--- config.mk ---
export PLATFORM = sky130hd
export DESIGN_NAME = cus_buffer_mgr
export DESIGN_NICKNAME = d
export VERILOG_FILES = /design/src/hw/cus_pkg.sv /design/src/hw/cus_pin_sync.sv /design/src/hw/cus_crc8.sv /design/src/hw/cus_buffer_mgr.sv
export VERILOG_INCLUDE_DIRS = /design/src /design/src/hw
export SDC_FILE = /design/constraint.sdc
export NUM_CORES = 2
export LEC_CHECK = 0
export BUFFER_PORTS_ARGS = -buffer_cell sky130_fd_sc_hd__buf_2
export CORE_MARGIN = 2
export CORE_UTILIZATION = 60
export DETAILED_ROUTE_END_ITERATION = 6
export PLACE_DENSITY = 0.76
export SLEW_MARGIN = 25
export SYNTH_ARGS = -nofsm -noshare
export SYNTH_HDL_FRONTEND = slang
export SYNTH_SLANG_ARGS = --single-unit
--- constraint.sdc ---
create_clock -name clk -period 4.6 [get_ports clk]
set_clock_uncertainty 0.15 [all_clocks]
set_input_delay 0.23 -clock clk [delete_from_list [all_inputs] [get_ports clk]]
set_output_delay 0.23 -clock clk [all_outputs]
set_load 0.005 [all_outputs]
--- src/hw/cus_defs.svh ---
`ifndef CUS_DEFS_SVH
`define CUS_DEFS_SVH

// Register byte addresses on the APB side
`define CUS_ADDR_CTRL     8'h00
`define CUS_ADDR_STATUS   8'h04
`define CUS_ADDR_CS_PTR   8'h08
`define CUS_ADDR_CS_PORT  8'h0c
`define CUS_ADDR_U_PTR    8'h10
`define CUS_ADDR_U_PORT   8'h14
`define CUS_ADDR_CS_BASE  8'h20
`define CUS_ADDR_U_BASE   8'h80

// Buffer geometry: 24 words of 16 bits per buffer
`define CUS_NWORDS        24
`define CUS_WIN_WORDS     6'd24
`define CUS_LAST_WORD     5'd23

// Block timing in frames
`define CUS_LAST_FRAME    8'd191
`define CUS_CRC_FIRST     8'd184

// Check byte generator
`define CUS_CRC_INIT      8'hff
`define CUS_CRC_POLY      8'h1d

// Control field positions and reset value
`define CUS_CTRL_INHIBIT  0
`define CUS_CTRL_TWO_BYTE 1
`define CUS_CTRL_SEL_B    2
`define CUS_CTRL_U_BLOCK  3
`define CUS_CTRL_IRQ_EN   4
`define CUS_CTRL_RESET    5'h00

// Status field positions
`define CUS_STAT_XFER     0

`endif

--- src/hw/cus_pkg.sv ---
package cus_pkg;

   // Control register, bit 4 down to bit 0
   typedef struct packed {
      logic irq_en;       // Interrupt on each staging-to-transmit copy
      logic user_block;   // 1: send buffered user bits, 0: send zeros
      logic sel_b;        // Single-byte reads return the channel B byte
      logic two_byte;     // Paired-byte access to the status buffer
      logic inhibit;      // Hold off staging-to-transmit copies
   } cus_ctrl_t;

   // Bits presented to the line encoder for one frame
   typedef struct packed {
      logic cs_a;
      logic cs_b;
      logic user_a;
      logic user_b;
   } cus_tx_bits_t;

endpackage

--- src/hw/cus_pin_sync.sv ---
`timescale 1ns/1ps

// Two-stage synchroniser with a rising-edge flag on the settled level
module cus_pin_sync (
   input  wire logic clk,
   input  wire logic rst_n,
   input  wire logic pin,
   output logic      level,
   output logic      rise
);

   logic meta_q;    // First stage, read only by the second
   logic sync_q;    // Settled level
   logic prev_q;    // Level one cycle back, for the edge

   // Only sync_q and prev_q feed logic; meta_q may be metastable
   always_ff @(posedge clk or negedge rst_n) begin
      if (!rst_n) begin
         meta_q <= 1'b0;
         sync_q <= 1'b0;
         prev_q <= 1'b0;
      end else begin
         meta_q <= pin;
         sync_q <= meta_q;
         prev_q <= sync_q;
      end
   end

   assign level = sync_q;
   assign rise  = sync_q & ~prev_q;

endmodule

--- src/hw/cus_crc8.sv ---
`timescale 1ns/1ps
`include "cus_defs.svh"

// Serial check byte generator, fed one status bit per frame
module cus_crc8 (
   input  wire logic       clk,
   input  wire logic       rst_n,
   input  wire logic       step,       // Take data_bit this cycle
   input  wire logic       restart,    // First bit of a block
   input  wire logic       data_bit,
   output logic [7:0]      crc_q
);

   // One shift of the generator polynomial
   function automatic logic [7:0] crc_next(input logic [7:0] c, input logic b);
      logic [7:0] n;
      n = {c[6:0], 1'b0};
      if (c[7] ^ b) begin
         n = n ^ `CUS_CRC_POLY;
      end
      return n;
   endfunction

   // Restart folds the preset in, so the first bit is not lost
   always_ff @(posedge clk or negedge rst_n) begin
      if (!rst_n) begin
         crc_q <= `CUS_CRC_INIT;
      end else if (step) begin
         crc_q <= crc_next(restart ? `CUS_CRC_INIT : crc_q, data_bit);
      end
   end

endmodule

--- src/hw/cus_buffer_mgr.sv ---
`timescale 1ns/1ps
`include "cus_defs.svh"

module cus_buffer_mgr
   import cus_pkg::*;
(
   input  wire logic        clk,
   input  wire logic        rst_n,
   input  wire logic        psel,
   input  wire logic        penable,
   input  wire logic        pwrite,
   input  wire logic [7:0]  paddr,
   input  wire logic [31:0] pwdata,
   output logic [31:0]      prdata,
   output logic             pready,
   output logic             pslverr,
   input  wire logic        frame_clk_pin,
   input  wire logic        block_start_pin,
   input  wire logic        hw_mode_pin,
   input  wire logic        cs_serial_pin,
   output cus_tx_bits_t     tx_bits,
   output logic             xfer_irq
);

   // Buffers: staging (host side) and transmit (line side)
   logic [15:0]  cs_e_q [0:`CUS_NWORDS-1];   // Status staging
   logic [15:0]  cs_f_q [0:`CUS_NWORDS-1];   // Status transmit
   logic [15:0]  u_e_q  [0:`CUS_NWORDS-1];   // User staging
   logic [15:0]  u_f_q  [0:`CUS_NWORDS-1];   // User transmit

   cus_ctrl_t    ctrl_q;                     // Control register
   logic         flag_q;                     // Sticky copy flag
   logic [4:0]   cs_ptr_q;                   // Status stream pointer
   logic [4:0]   u_ptr_q;                    // User stream pointer
   logic [31:0]  prdata_q;                   // Read data, caught at setup
   logic         pready_q;                   // High in the access phase
   logic         pslverr_q;                  // Unmapped address answer
   logic         irq_q;                      // Interrupt output

   // Address decode results
   logic         dec_cs;                     // Status buffer word
   logic         dec_u;                      // User buffer word
   logic         dec_csport;                 // Status stream port
   logic         dec_uport;                  // User stream port
   logic         dec_ok;                     // Address is mapped
   logic [4:0]   dec_idx;                    // Word index in buffer
   logic [31:0]  rd_mux;                     // Read value before capture
   logic         acc;                        // Transfer completes now
   logic         wr;                         // Completing write

   // Line side
   logic         frame_rise;                 // New frame edge seen
   logic         blk_lvl;                    // Block start level
   logic         hw_lvl;                     // Serial status source selected
   logic         ser_lvl;                    // Serial status bit
   logic [7:0]   frame_q;                    // Frame index in the block
   logic         step_q;                     // Frame index just moved
   logic         boundary;                   // Block boundary this cycle
   logic         xfer;                       // Copy staging to transmit
   logic         raw_a;                      // Status bit before check byte
   logic         raw_b;
   logic         pro_a_q;                    // Block A is professional
   logic         pro_b_q;
   logic [7:0]   crc_a;                      // Running check bytes
   logic [7:0]   crc_b;
   logic         crc_feed;                   // Bit belongs to checked span
   logic [15:0]  cs_word;                    // Transmit words in use
   logic [15:0]  u_word;
   cus_tx_bits_t tx_q;                       // Output bits

   // Window hit test for a 24-word block at base
   function automatic logic in_win(input logic [7:0] a, input logic [7:0] base);
      logic [7:0] off;
      off = a - base;
      return (a >= base) && (off[1:0] == 2'b00) && (off[7:2] < `CUS_WIN_WORDS);
   endfunction

   // Word index inside a window
   function automatic logic [4:0] win_idx(input logic [7:0] a, input logic [7:0] base);
      logic [7:0] off;
      off = a - base;
      return off[6:2];
   endfunction

   // Status word as the host sees it in the chosen access mode
   function automatic logic [31:0] cs_read(input logic [15:0] w, input cus_ctrl_t c);
      if (c.two_byte) begin
         return {16'h0000, w};
      end else if (c.sel_b) begin
         return {24'h000000, w[7:0]};
      end else begin
         return {24'h000000, w[15:8]};
      end
   endfunction

   // Status word after a host write in the chosen access mode
   function automatic logic [15:0] cs_write(input logic [31:0] d, input cus_ctrl_t c);
      if (c.two_byte) begin
         return d[15:0];
      end else begin
         return {d[7:0], d[7:0]};
      end
   endfunction

   // Pointer step with wrap at the end of the block
   function automatic logic [4:0] ptr_inc(input logic [4:0] p);
      return (p == `CUS_LAST_WORD) ? 5'h00 : p + 5'h01;
   endfunction

   // Decode: stream ports first, then the two buffer windows
   always_comb begin
      dec_cs     = 1'b0;
      dec_u      = 1'b0;
      dec_csport = 1'b0;
      dec_uport  = 1'b0;
      dec_ok     = 1'b1;
      dec_idx    = 5'h00;
      if (paddr == `CUS_ADDR_CS_PORT) begin
         dec_cs     = 1'b1;
         dec_csport = 1'b1;
         dec_idx    = cs_ptr_q;
      end else if (paddr == `CUS_ADDR_U_PORT) begin
         dec_u     = 1'b1;
         dec_uport = 1'b1;
         dec_idx   = u_ptr_q;
      end else if (in_win(paddr, `CUS_ADDR_CS_BASE)) begin
         dec_cs  = 1'b1;
         dec_idx = win_idx(paddr, `CUS_ADDR_CS_BASE);
      end else if (in_win(paddr, `CUS_ADDR_U_BASE)) begin
         dec_u   = 1'b1;
         dec_idx = win_idx(paddr, `CUS_ADDR_U_BASE);
      end else if (paddr == `CUS_ADDR_CTRL || paddr == `CUS_ADDR_STATUS ||
                   paddr == `CUS_ADDR_CS_PTR || paddr == `CUS_ADDR_U_PTR) begin
         dec_ok = 1'b1;
      end else begin
         dec_ok = 1'b0;                                              // Unmapped
      end
   end

   // Read value; user words always come back as a pair
   always_comb begin
      if (dec_cs) begin
         rd_mux = cs_read(cs_e_q[dec_idx], ctrl_q);
      end else if (dec_u) begin
         rd_mux = {16'h0000, u_e_q[dec_idx]};
      end else if (paddr == `CUS_ADDR_CTRL) begin
         rd_mux = {27'h0000000, ctrl_q};
      end else if (paddr == `CUS_ADDR_STATUS) begin
         rd_mux = {16'h0000, frame_q, 7'h00, flag_q};
      end else if (paddr == `CUS_ADDR_CS_PTR) begin
         rd_mux = {27'h0000000, cs_ptr_q};
      end else if (paddr == `CUS_ADDR_U_PTR) begin
         rd_mux = {27'h0000000, u_ptr_q};
      end else begin
         rd_mux = 32'h00000000;
      end
   end

   assign acc = psel & penable & pready_q;
   assign wr  = acc & pwrite;

   // APB answer: ready in the first access cycle, data caught at setup
   always_ff @(posedge clk or negedge rst_n) begin
      if (!rst_n) begin
         pready_q  <= 1'b0;
         prdata_q  <= 32'h00000000;
         pslverr_q <= 1'b0;
      end else begin
         pready_q <= psel & ~penable;
         if (psel & ~penable) begin
            prdata_q  <= rd_mux;
            pslverr_q <= ~dec_ok;
         end
      end
   end

   // Control register
   always_ff @(posedge clk or negedge rst_n) begin
      if (!rst_n) begin
         ctrl_q <= cus_ctrl_t'(`CUS_CTRL_RESET);
      end else if (wr && paddr == `CUS_ADDR_CTRL) begin
         ctrl_q <= cus_ctrl_t'(pwdata[4:0]);
      end
   end

   // Stream pointers: set directly, or stepped by each port access
   always_ff @(posedge clk or negedge rst_n) begin
      if (!rst_n) begin
         cs_ptr_q <= 5'h00;
         u_ptr_q  <= 5'h00;
      end else if (acc) begin
         if (pwrite && paddr == `CUS_ADDR_CS_PTR) begin
            cs_ptr_q <= (pwdata[4:0] > `CUS_LAST_WORD) ? 5'h00 : pwdata[4:0];
         end else if (pwrite && paddr == `CUS_ADDR_U_PTR) begin
            u_ptr_q <= (pwdata[4:0] > `CUS_LAST_WORD) ? 5'h00 : pwdata[4:0];
         end else if (dec_csport) begin
            cs_ptr_q <= ptr_inc(cs_ptr_q);
         end else if (dec_uport) begin
            u_ptr_q <= ptr_inc(u_ptr_q);
         end
      end
   end

   // Staging buffers take host writes; a copy reads the old contents
   always_ff @(posedge clk or negedge rst_n) begin
      if (!rst_n) begin
         for (int i = 0; i < `CUS_NWORDS; i++) begin
            cs_e_q[i] <= 16'h0000;
            u_e_q[i]  <= 16'h0000;
         end
      end else if (wr && dec_cs) begin
         cs_e_q[dec_idx] <= cs_write(pwdata, ctrl_q);
      end else if (wr && dec_u) begin
         u_e_q[dec_idx] <= pwdata[15:0];
      end
   end

   // Link pins cross into the clock domain
   cus_pin_sync u_sync_frame (.clk(clk), .rst_n(rst_n), .pin(frame_clk_pin),   .level(),        .rise(frame_rise));
   cus_pin_sync u_sync_block (.clk(clk), .rst_n(rst_n), .pin(block_start_pin), .level(blk_lvl), .rise());
   cus_pin_sync u_sync_hw    (.clk(clk), .rst_n(rst_n), .pin(hw_mode_pin),     .level(hw_lvl),  .rise());
   cus_pin_sync u_sync_ser   (.clk(clk), .rst_n(rst_n), .pin(cs_serial_pin),   .level(ser_lvl), .rise());

   // Boundary: external block start, or the block's own wrap
   assign boundary = frame_rise & (blk_lvl | (frame_q == `CUS_LAST_FRAME));
   assign xfer     = boundary & ~ctrl_q.inhibit;

   // Frame counter follows the output timebase
   always_ff @(posedge clk or negedge rst_n) begin
      if (!rst_n) begin
         frame_q <= 8'h00;
         step_q  <= 1'b0;
      end else begin
         step_q <= frame_rise;
         if (boundary) begin
            frame_q <= 8'h00;
         end else if (frame_rise) begin
            frame_q <= frame_q + 8'h01;
         end
      end
   end

   // Whole-block copy in one cycle, so no block mixes old and new
   always_ff @(posedge clk or negedge rst_n) begin
      if (!rst_n) begin
         for (int i = 0; i < `CUS_NWORDS; i++) begin
            cs_f_q[i] <= 16'h0000;
            u_f_q[i]  <= 16'h0000;
         end
      end else if (xfer) begin
         for (int i = 0; i < `CUS_NWORDS; i++) begin
            cs_f_q[i] <= cs_e_q[i];
            u_f_q[i]  <= u_e_q[i];
         end
      end
   end

   // Sticky copy flag; a new copy wins over a clear in the same cycle
   always_ff @(posedge clk or negedge rst_n) begin
      if (!rst_n) begin
         flag_q <= 1'b0;
         irq_q  <= 1'b0;
      end else begin
         flag_q <= (flag_q & ~(wr && paddr == `CUS_ADDR_STATUS && pwdata[`CUS_STAT_XFER])) | xfer;
         irq_q  <= flag_q & ctrl_q.irq_en;
      end
   end

   // Bit selection: MSB first, user A bit before B bit
   assign cs_word = cs_f_q[frame_q[7:3]];
   assign u_word  = u_f_q[frame_q[7:3]];
   assign raw_a   = hw_lvl ? ser_lvl : cs_word[{1'b1, ~frame_q[2:0]}];
   assign raw_b   = hw_lvl ? ser_lvl : cs_word[{1'b0, ~frame_q[2:0]}];
   assign crc_feed = step_q & (frame_q < `CUS_CRC_FIRST);

   cus_crc8 u_crc_a (.clk(clk), .rst_n(rst_n), .step(crc_feed), .restart(frame_q == 8'h00),
                     .data_bit(raw_a), .crc_q(crc_a));
   cus_crc8 u_crc_b (.clk(clk), .rst_n(rst_n), .step(crc_feed), .restart(frame_q == 8'h00),
                     .data_bit(raw_b), .crc_q(crc_b));

   // Professional flag is the first bit of each channel's block
   always_ff @(posedge clk or negedge rst_n) begin
      if (!rst_n) begin
         pro_a_q <= 1'b0;
         pro_b_q <= 1'b0;
      end else if (step_q && frame_q == 8'h00) begin
         pro_a_q <= raw_a;
         pro_b_q <= raw_b;
      end
   end

   // Output bits, one update per frame
   always_ff @(posedge clk or negedge rst_n) begin
      if (!rst_n) begin
         tx_q <= '0;
      end else if (step_q) begin
         // Last byte of a professional block carries the check byte
         tx_q.cs_a <= (pro_a_q && frame_q >= `CUS_CRC_FIRST) ? crc_a[~frame_q[2:0]] : raw_a;
         tx_q.cs_b <= (pro_b_q && frame_q >= `CUS_CRC_FIRST) ? crc_b[~frame_q[2:0]] : raw_b;
         if (ctrl_q.user_block) begin
            tx_q.user_a <= u_word[{~frame_q[2:0], 1'b1}];
            tx_q.user_b <= u_word[{~frame_q[2:0], 1'b0}];
         end else begin
            tx_q.user_a <= 1'b0;
            tx_q.user_b <= 1'b0;
         end
      end
   end

   assign prdata   = prdata_q;
   assign pready   = pready_q;
   assign pslverr  = pslverr_q;
   assign tx_bits  = tx_q;
   assign xfer_irq = irq_q;

endmodule

Word level (Yosys, flattened, before mapping) --
Index checks and enable logic that the tools add are counted.
Word-level totals: register bits 1627, input bits 49, word-level logic and storage cells 288, output and inout bits 39
Cells by class: eq/ne operators 10, $lt $le $gt $ge 15, reduce and logical (&&, ||, !) cells 28, add/subtract/negate cells 5, bitwise operators 26, muxes and demuxes 77
Operators by type and width (count):
- $bwmux 384 | 2
- $bmux 16 s5 | 4
- $mux 16 | 15
- $mux 5 | 17
- $demux 16 s5 | 1
- $mux 8 | 5
- $mux 32 | 1
- $mux 1 | 25
- $bmux 1 s3 | 6
- $eq 8x4->1 const B | 2
- $eq 8x5->1 const B | 2
- $ge 8x8->1 const B | 2
- $logic_not 8->1 | 2
- $logic_and 1x1->1 | 15
- $lt 4x5->1 const B | 3
- $ge 6x6->1 const B | 2
- $lt 6x5->1 const B | 2
- $not 5->6 | 2
- $add 5x1->5 const B | 2
- $and 1x1->1 | 10
- $eq 5x5->1 const B | 2
- $add 8x1->8 const B | 1
- $eq 8x3->1 const B | 1
- $eq 8x8->1 const B | 1
- other kinds (22) | 36

Longest topological paths before layout --
depth after elaboration 15, mapped depth 17, depth with buffers taken out 12

Modules after synthesis --
A second synthesis with hierarchy kept.
Unflattened totals: cell total of the unflattened synthesis 5506, area total of the unflattened synthesis 74328.8 um^2
By module, submodules not included:
- cus_buffer_mgr | times used 1, area each 73147.7 um^2, seq. area each 39688.1 um^2, cells each 5408
- cus_crc8 | times used 2, area each 412.9 um^2, seq. area each 210.2 um^2, cells each 41
- cus_pin_sync | times used 4, area each 88.8 um^2, seq. area each 75.1 um^2, cells each 4

Least setup slack after synthesis --
OpenSTA, ideal clock, no wires.
path kind flip-flop to flip-flop, start point register frame_q[3], end point register tx_q, in the netlist tx_bits[3], path buffers 4, setup slack 1354 ps, arrival 2972 ps, library setup time 125 ps, period minus slack after synthesis 3246 ps, required time 4325 ps, cell stages (with the launch flop) 13, cell sequence dfrtp_1 > buf_4 > buf_4 > buf_2 > buf_2 > mux4_2 > nand2_1 > nand2_1 > a22oi_1 > o211ai_1 > o221ai_2 > mux2i_1 > mux2_2
Between the ends: word-level cells in the longest chain between the ends 8, elaborated cells between the ends (all ways) 10, those cells by class 1 x order compare; 7 x mux; 1 x bitwise; 1 x reduce/logical
Ends and longest elaborated chain:
- start: declaration | line cus_buffer_mgr.sv:56 | logic [7:0] frame_q;
- start signal: assignment | line cus_buffer_mgr.sv:238 | frame_q <= frame_q + 8'h01;
- $not 5->6 (not written as such) | line cus_buffer_mgr.sv:270 | assign cs_word = cs_f_q[frame_q[7:3]];
- $bmux 16 s5 | line cus_buffer_mgr.sv:270
- $mux 16 (not written as such) (2 in a row) | line cus_buffer_mgr.sv:270
- $bmux 1 s3 | line cus_buffer_mgr.sv:272 | assign raw_a = hw_lvl ? ser_lvl : cs_word[{1'b1, ~frame_q[2:0]}];
- $mux 1 (not written as such) | line cus_buffer_mgr.sv:272
- $mux 1 | line cus_buffer_mgr.sv:272
- $mux 1 (*) | line cus_buffer_mgr.sv:298 | tx_q.cs_a <= (pro_a_q && frame_q >= `CUS_CRC_FIRST) ? crc_a[~frame_q[2:0]] : raw_a;
- end: declaration | line cus_buffer_mgr.sv:69 | cus_tx_bits_t tx_q;
Mark *: on every way between the ends. The rest lies on a longest branch, timed or not. The select of a mux whose other input is x is not followed. A chain may end at the register's enable or synchronous reset.

Worst setup path after layout --
start point input port paddr[3], end point register prdata_q[2] (netlist: prdata[2])
Between the ends: word-level cells in the longest chain between the ends 14, elaborated cells between the ends (all ways) 42, those cells by class 2 x add/sub; 4 x order compare; 5 x eq/ne; 25 x mux; 1 x bitwise; 5 x reduce/logical
Ends and longest elaborated chain:
- start: declaration | line cus_buffer_mgr.sv:12 | input wire logic [7:0] paddr,
- $sub 8x8->8 or $ge 8x8->1 (tied branches) | line cus_buffer_mgr.sv:81, cus_buffer_mgr.sv:75
- $lt 6x5->1 (no source line) or $logic_and 1x1->1 (tied branches)
- $logic_and 1x1->1 | line cus_buffer_mgr.sv:75 | return (a >= base) && (off[1:0] == 2'b00) && (off[7:2] < `CUS_WIN_WORDS);
- $mux 5 | line cus_buffer_mgr.sv:129 | end else if (in_win(paddr, `CUS_ADDR_U_BASE)) begin
- $mux 5 | line cus_buffer_mgr.sv:126 | end else if (in_win(paddr, `CUS_ADDR_CS_BASE)) begin
- $mux 5 | line cus_buffer_mgr.sv:122 | end else if (paddr == `CUS_ADDR_U_PORT) begin
- $mux 5 | line cus_buffer_mgr.sv:118 | if (paddr == `CUS_ADDR_CS_PORT) begin
- $not 5->6 (not written as such) | line cus_buffer_mgr.sv:143, cus_buffer_mgr.sv:145
- $bmux 16 s5 | line cus_buffer_mgr.sv:143 | rd_mux = cs_read(cs_e_q[dec_idx], ctrl_q);
- $mux 16 (not written as such) (2 in a row) | line cus_buffer_mgr.sv:143
- $mux 8 | line cus_buffer_mgr.sv:89 | end else if (c.sel_b) begin
- $mux 16 | line cus_buffer_mgr.sv:87 | if (c.two_byte) begin
- $mux 32 (*) | line cus_buffer_mgr.sv:142 | if (dec_cs) begin
- end signal: assignment | line cus_buffer_mgr.sv:171 | prdata_q <= rd_mux;
- end: declaration | line cus_buffer_mgr.sv:35 | logic [31:0] prdata_q;
Marks and branches as above.

==> results.txt <==
----------------------------------------------------
[Logic synthesis]
  Dominant cell by count in the synthesized netlist ... sky130_fd_sc_hd__dfrtp_1
  Top cells by count, synth ... sky130_fd_sc_hd__dfrtp_1 (1595), sky130_fd_sc_hd__mux2_2 (1318), sky130_fd_sc_hd__nand2_1 (949), sky130_fd_sc_hd__nand3_1 (283), sky130_fd_sc_hd__mux4_2 (228)
  Share of synthesized area occupied by flip-flops and latches ... 0.5432
  Cell types occupying the most area after synthesis ... sky130_fd_sc_hd__dfrtp_1 (54%), sky130_fd_sc_hd__mux2_2 (20%), sky130_fd_sc_hd__mux4_2 (6.9%)
  Post-Synthesis Cells ... 5931
  Fraction of registers with async set/reset ... 1.000
  Flop and latch count out of synthesis ... 1611
  Number of flops mapped to enable cells by yosys ... 0
  Warnings from Yosys ... 0
  Area leader, netlist ... sky130_fd_sc_hd__dfrtp_1
  Area share of the leading cell type in the synthesized netlist ... 0.5376
  Mapped cell area ... 74250 um2
  Count of distinct cell types in the synthesized netlist ... 77
  Average instance area after synthesis ... 12.52 um2
  Main flop type after synthesis ... sky130_fd_sc_hd__dfrtp_1

[Power and ir drop]
  Worst IR drop on VDD ... 0.0003605 V
  Total internal power ... 23100 uW
  Switching pwr ... 7685 uW
  Proportion of power drawn by combinational gates ... 0.088
  Clock group share of total power ... 0.438
  Power per cell area ... 369.0 nW/um2
  Leakage power total ... 0.03961 uW
  Switching part of the total ... 0.2496
  Sequential share of power ... 0.474

[Timing]
  Worst slew pin tran ... 1175 ps
  Final Cycle Share ... 0.9034
  Minimum clock period after layout ... 4156 ps
  Normalized max-slew margin ... 0.2170
  Count of pins over their slew limit ... 0
  Number of failing setup endpoints in the final timing report ... 0
  Aggregate negative setup slack ... 0 ps
  Unrepaired setup endpoints after global routing ... false
  Peak Freq ... 240.6 MHz
  Worst-case hold slack ... -10.11 ps
  Final count of hold timing violations ... 3

[Floorplan]
  Height of the die ... 355.8 um
  # IOs ... 88
  Width of the chip ... 355.8 um
  Starting Density ... 0.6021
  Die area ... 126600 um2
  Core region area ... 123300 um2
  Row Count ... 129

[Global routing]
  Initial antenna violation count ... 7
  Vias in the first global route ... 52280
  Largest net degree at the start of global routing ... 172
  GR Overflow Total ... 0
  Global-route wire length before repair ... 336000 um
  Global routing usage summed across all routing layers ... 0.3576

[Critical path]
  Crit path launch type ... input port
  FF-to-FF path depth ... 11
  Cell with the biggest individual delay on the critical path ... sky130_fd_sc_hd__nor2_4
  Start point of the critical path ... paddr[3]
  Max FO, Critical Path ... 14
  CP arrival ... 4730 ps
  Reg-to-reg critical path startpoint ... u_ptr_q[0]
  Crit path cell chain ... dlygate4sd3_1, buf_2, nor4_2, buf_4, a31oi_4, o21ai_2, a221o_1, or2_0, nor2_4, buf_4, a22oi_1, and3_1, a211oi_1, a211o_1
  Endpoint type of the worst setup path ... flop
  Biggest cell delay along the critical path ... 870 ps
  Setup Crit Path Kind ... in -> reg
  Most used cell along the critical path ... sky130_fd_sc_hd__buf_4
  Data required time of the critical path ... 5180 ps

[Clock network]
  TritonCTS clock tree ... done
  Number of resized instances in the post-cts repair step ... 0
  Sinks on Clock Net ... 1611
  Reg clk slew, reported paths ... 60 ps
  Buffers inserted by post-CTS timing repair ... 0
  Number of H-tree levels ... 4
  Root buffer cell ... sky130_fd_sc_hd__clkbuf_16
  CTS max path bufs ... 3
  Skew-Pair Late Insertion Delay ... 800 ps
  CTS hold repair buffers ... 29
  Clock buffer count from CTS ... 165

[Detailed routing]
  Vias per Instance ... 6.608
  DR WL/cell ... 28.84 um
  Count of nets left with antenna violations after detail routing ... 0
  Remaining design rule violation count ... 0
  DRT Wirelength ... 223400 um
  Initial DRT Pass Iterations ... 6
  Detailed router's first-iteration violation count ... 6080
  Vias ... 51180

[Run]
  Number of maximum-capacitance violations ... 0

[Cells and area]
  Fraction of layout cells with a size suffix above 1 ... 0.3639
  Layout net count ... 6033
  Fin util ... 0.6767
  Layout overhead on the synthesized area ... 12.40%
  Filler-free cell count of the finished design ... 7746

[Placement]
  Total placed cells including tap cells ... 7417
  Final GP Congestion ... 0.9256
  Half-perimeter wire length after detailed placement ... 138900 um
  Count of port buffers added during placement ... 55

[Hold path]
  Classification of the worst-slack hold path ... in -> reg
  Number of instances on the worst hold path ... 2
  Worst Hold Launch ... pwdata[6]

[Outcome]
  Failing checks ... hold timing
  Result of the run ... finished with violations

----------------------------------------------------
## state kept, by name, summed over array words and instances (netlist names), 4 cells and up
register / flops
cs_e_q: 384
cs_f_q: 384
cs_ptr_q: 5
ctrl_q: 5
frame_q: 8
prdata: 16
tx_bits: 4
u_crc_a.crc_q: 8
u_crc_b.crc_q: 8
u_e_q: 384
u_f_q: 384
u_ptr_q: 5
## cell type report
class / count / area [um2]
sequential: 1611 / 40350
tap: 1637 / 2048
antenna: 5 / 12.51
fill: 8646 / 39860
multi-input combinational: 3799 / 31780
inverter: 41 / 155.1
clock buffer: 245 / 4945
timing repair buffer: 360 / 3684
clock inverter: 48 / 483.0
## power groups by stage
| stage | clock [uW] | combinational, uW | sequential, uW |
|---|---|---|---|
| final | 13500 | 2720 | 14600 |
| after global routing | 14200 | 2890 | 14600 |
| after CTS | 13600 | 2690 | 14600 |
| after detailed placement | 0 | 2650 | 14800 |
| after global placement | 0 | 2620 | 14800 |
| after floorplan | 0 | 1470 | 14700 |
## cell families after synthesis
family,share of synthesized area
xor gates and xnor gates,0.002713
other,0.00005051
AOI/OAI and AO/OA,0.04971
muxes,0.2801
buffers and inverters,0.03236
DFF,0.5432
and+or+nand+nor,0.09077
adders and majority gates,0.001011
## critical path: cells and delay by family
family / cells / cell delay [ps]
AND/OR/NAND/NOR: 4 / 1690
buffers and inverters: 4 / 1330
AO/OA/AOI/OAI: 6 / 1450
## path summary, 6_finish.rpt
kind	end	slack, ps
min reg2reg	u_sync_hw.level	200
max reg2reg	prdata[2]	620
max	prdata[2]	440
min in group asynchronous	cs_e_q[251]	80
min	cs_e_q[246]	-10
max in group asynchronous	u_f_q[344]	3280
## metal layers
layer / vias to the layer above / routed length, um / global-route usage
li1: 21290 / - / -
met1: 26520 / 85270 / 0.4730
met2: 2651 / 102700 / 0.5488
met3: 714 / 21390 / 0.08405
met4: 6 / 14000 / 0.2004
met5: - / 36 / 0
## stage by stage
step / area (um2) / total power [uW] / worst slack (ps)
floorplan: 74300 / 16190 / 1354
global placement: 77670 / 17440 / 280.8
detailed placement: 77670 / 17480 / 168.5
CTS: 83400 / 30870 / 648.9
global route: 83440 / 31670 / 455.2
finish: 83450 / 30790 / 444.4
## cells in the final DEF, fill, tap and decap left out, types with 17 or more instances in the layout
cell	instances
sky130_fd_sc_hd__inv_1	37
sky130_fd_sc_hd__clkbuf_16	169
sky130_fd_sc_hd__dlygate4sd3_1	29
sky130_fd_sc_hd__nand2_1	949
sky130_fd_sc_hd__nor2_1	119
sky130_fd_sc_hd__buf_2	53
sky130_fd_sc_hd__o22ai_1	21
sky130_fd_sc_hd__a311oi_1	43
sky130_fd_sc_hd__o21ai_0	185
sky130_fd_sc_hd__and3_1	88
sky130_fd_sc_hd__buf_12	81
sky130_fd_sc_hd__buf_4	195
sky130_fd_sc_hd__mux2i_1	36
sky130_fd_sc_hd__a21oi_1	117
sky130_fd_sc_hd__clkinv_2	28
sky130_fd_sc_hd__nor3_1	19
sky130_fd_sc_hd__clkbuf_1	33
sky130_fd_sc_hd__clkbuf_8	43
sky130_fd_sc_hd__a211oi_1	36
sky130_fd_sc_hd__dfrtp_1	1590
sky130_fd_sc_hd__nand3_1	283
sky130_fd_sc_hd__mux2_2	1318
sky130_fd_sc_hd__a31oi_1	72
sky130_fd_sc_hd__mux4_2	228
sky130_fd_sc_hd__mux2_1	34
sky130_fd_sc_hd__o211ai_1	17
No activity file was read; power rests on OpenSTA's default activity.
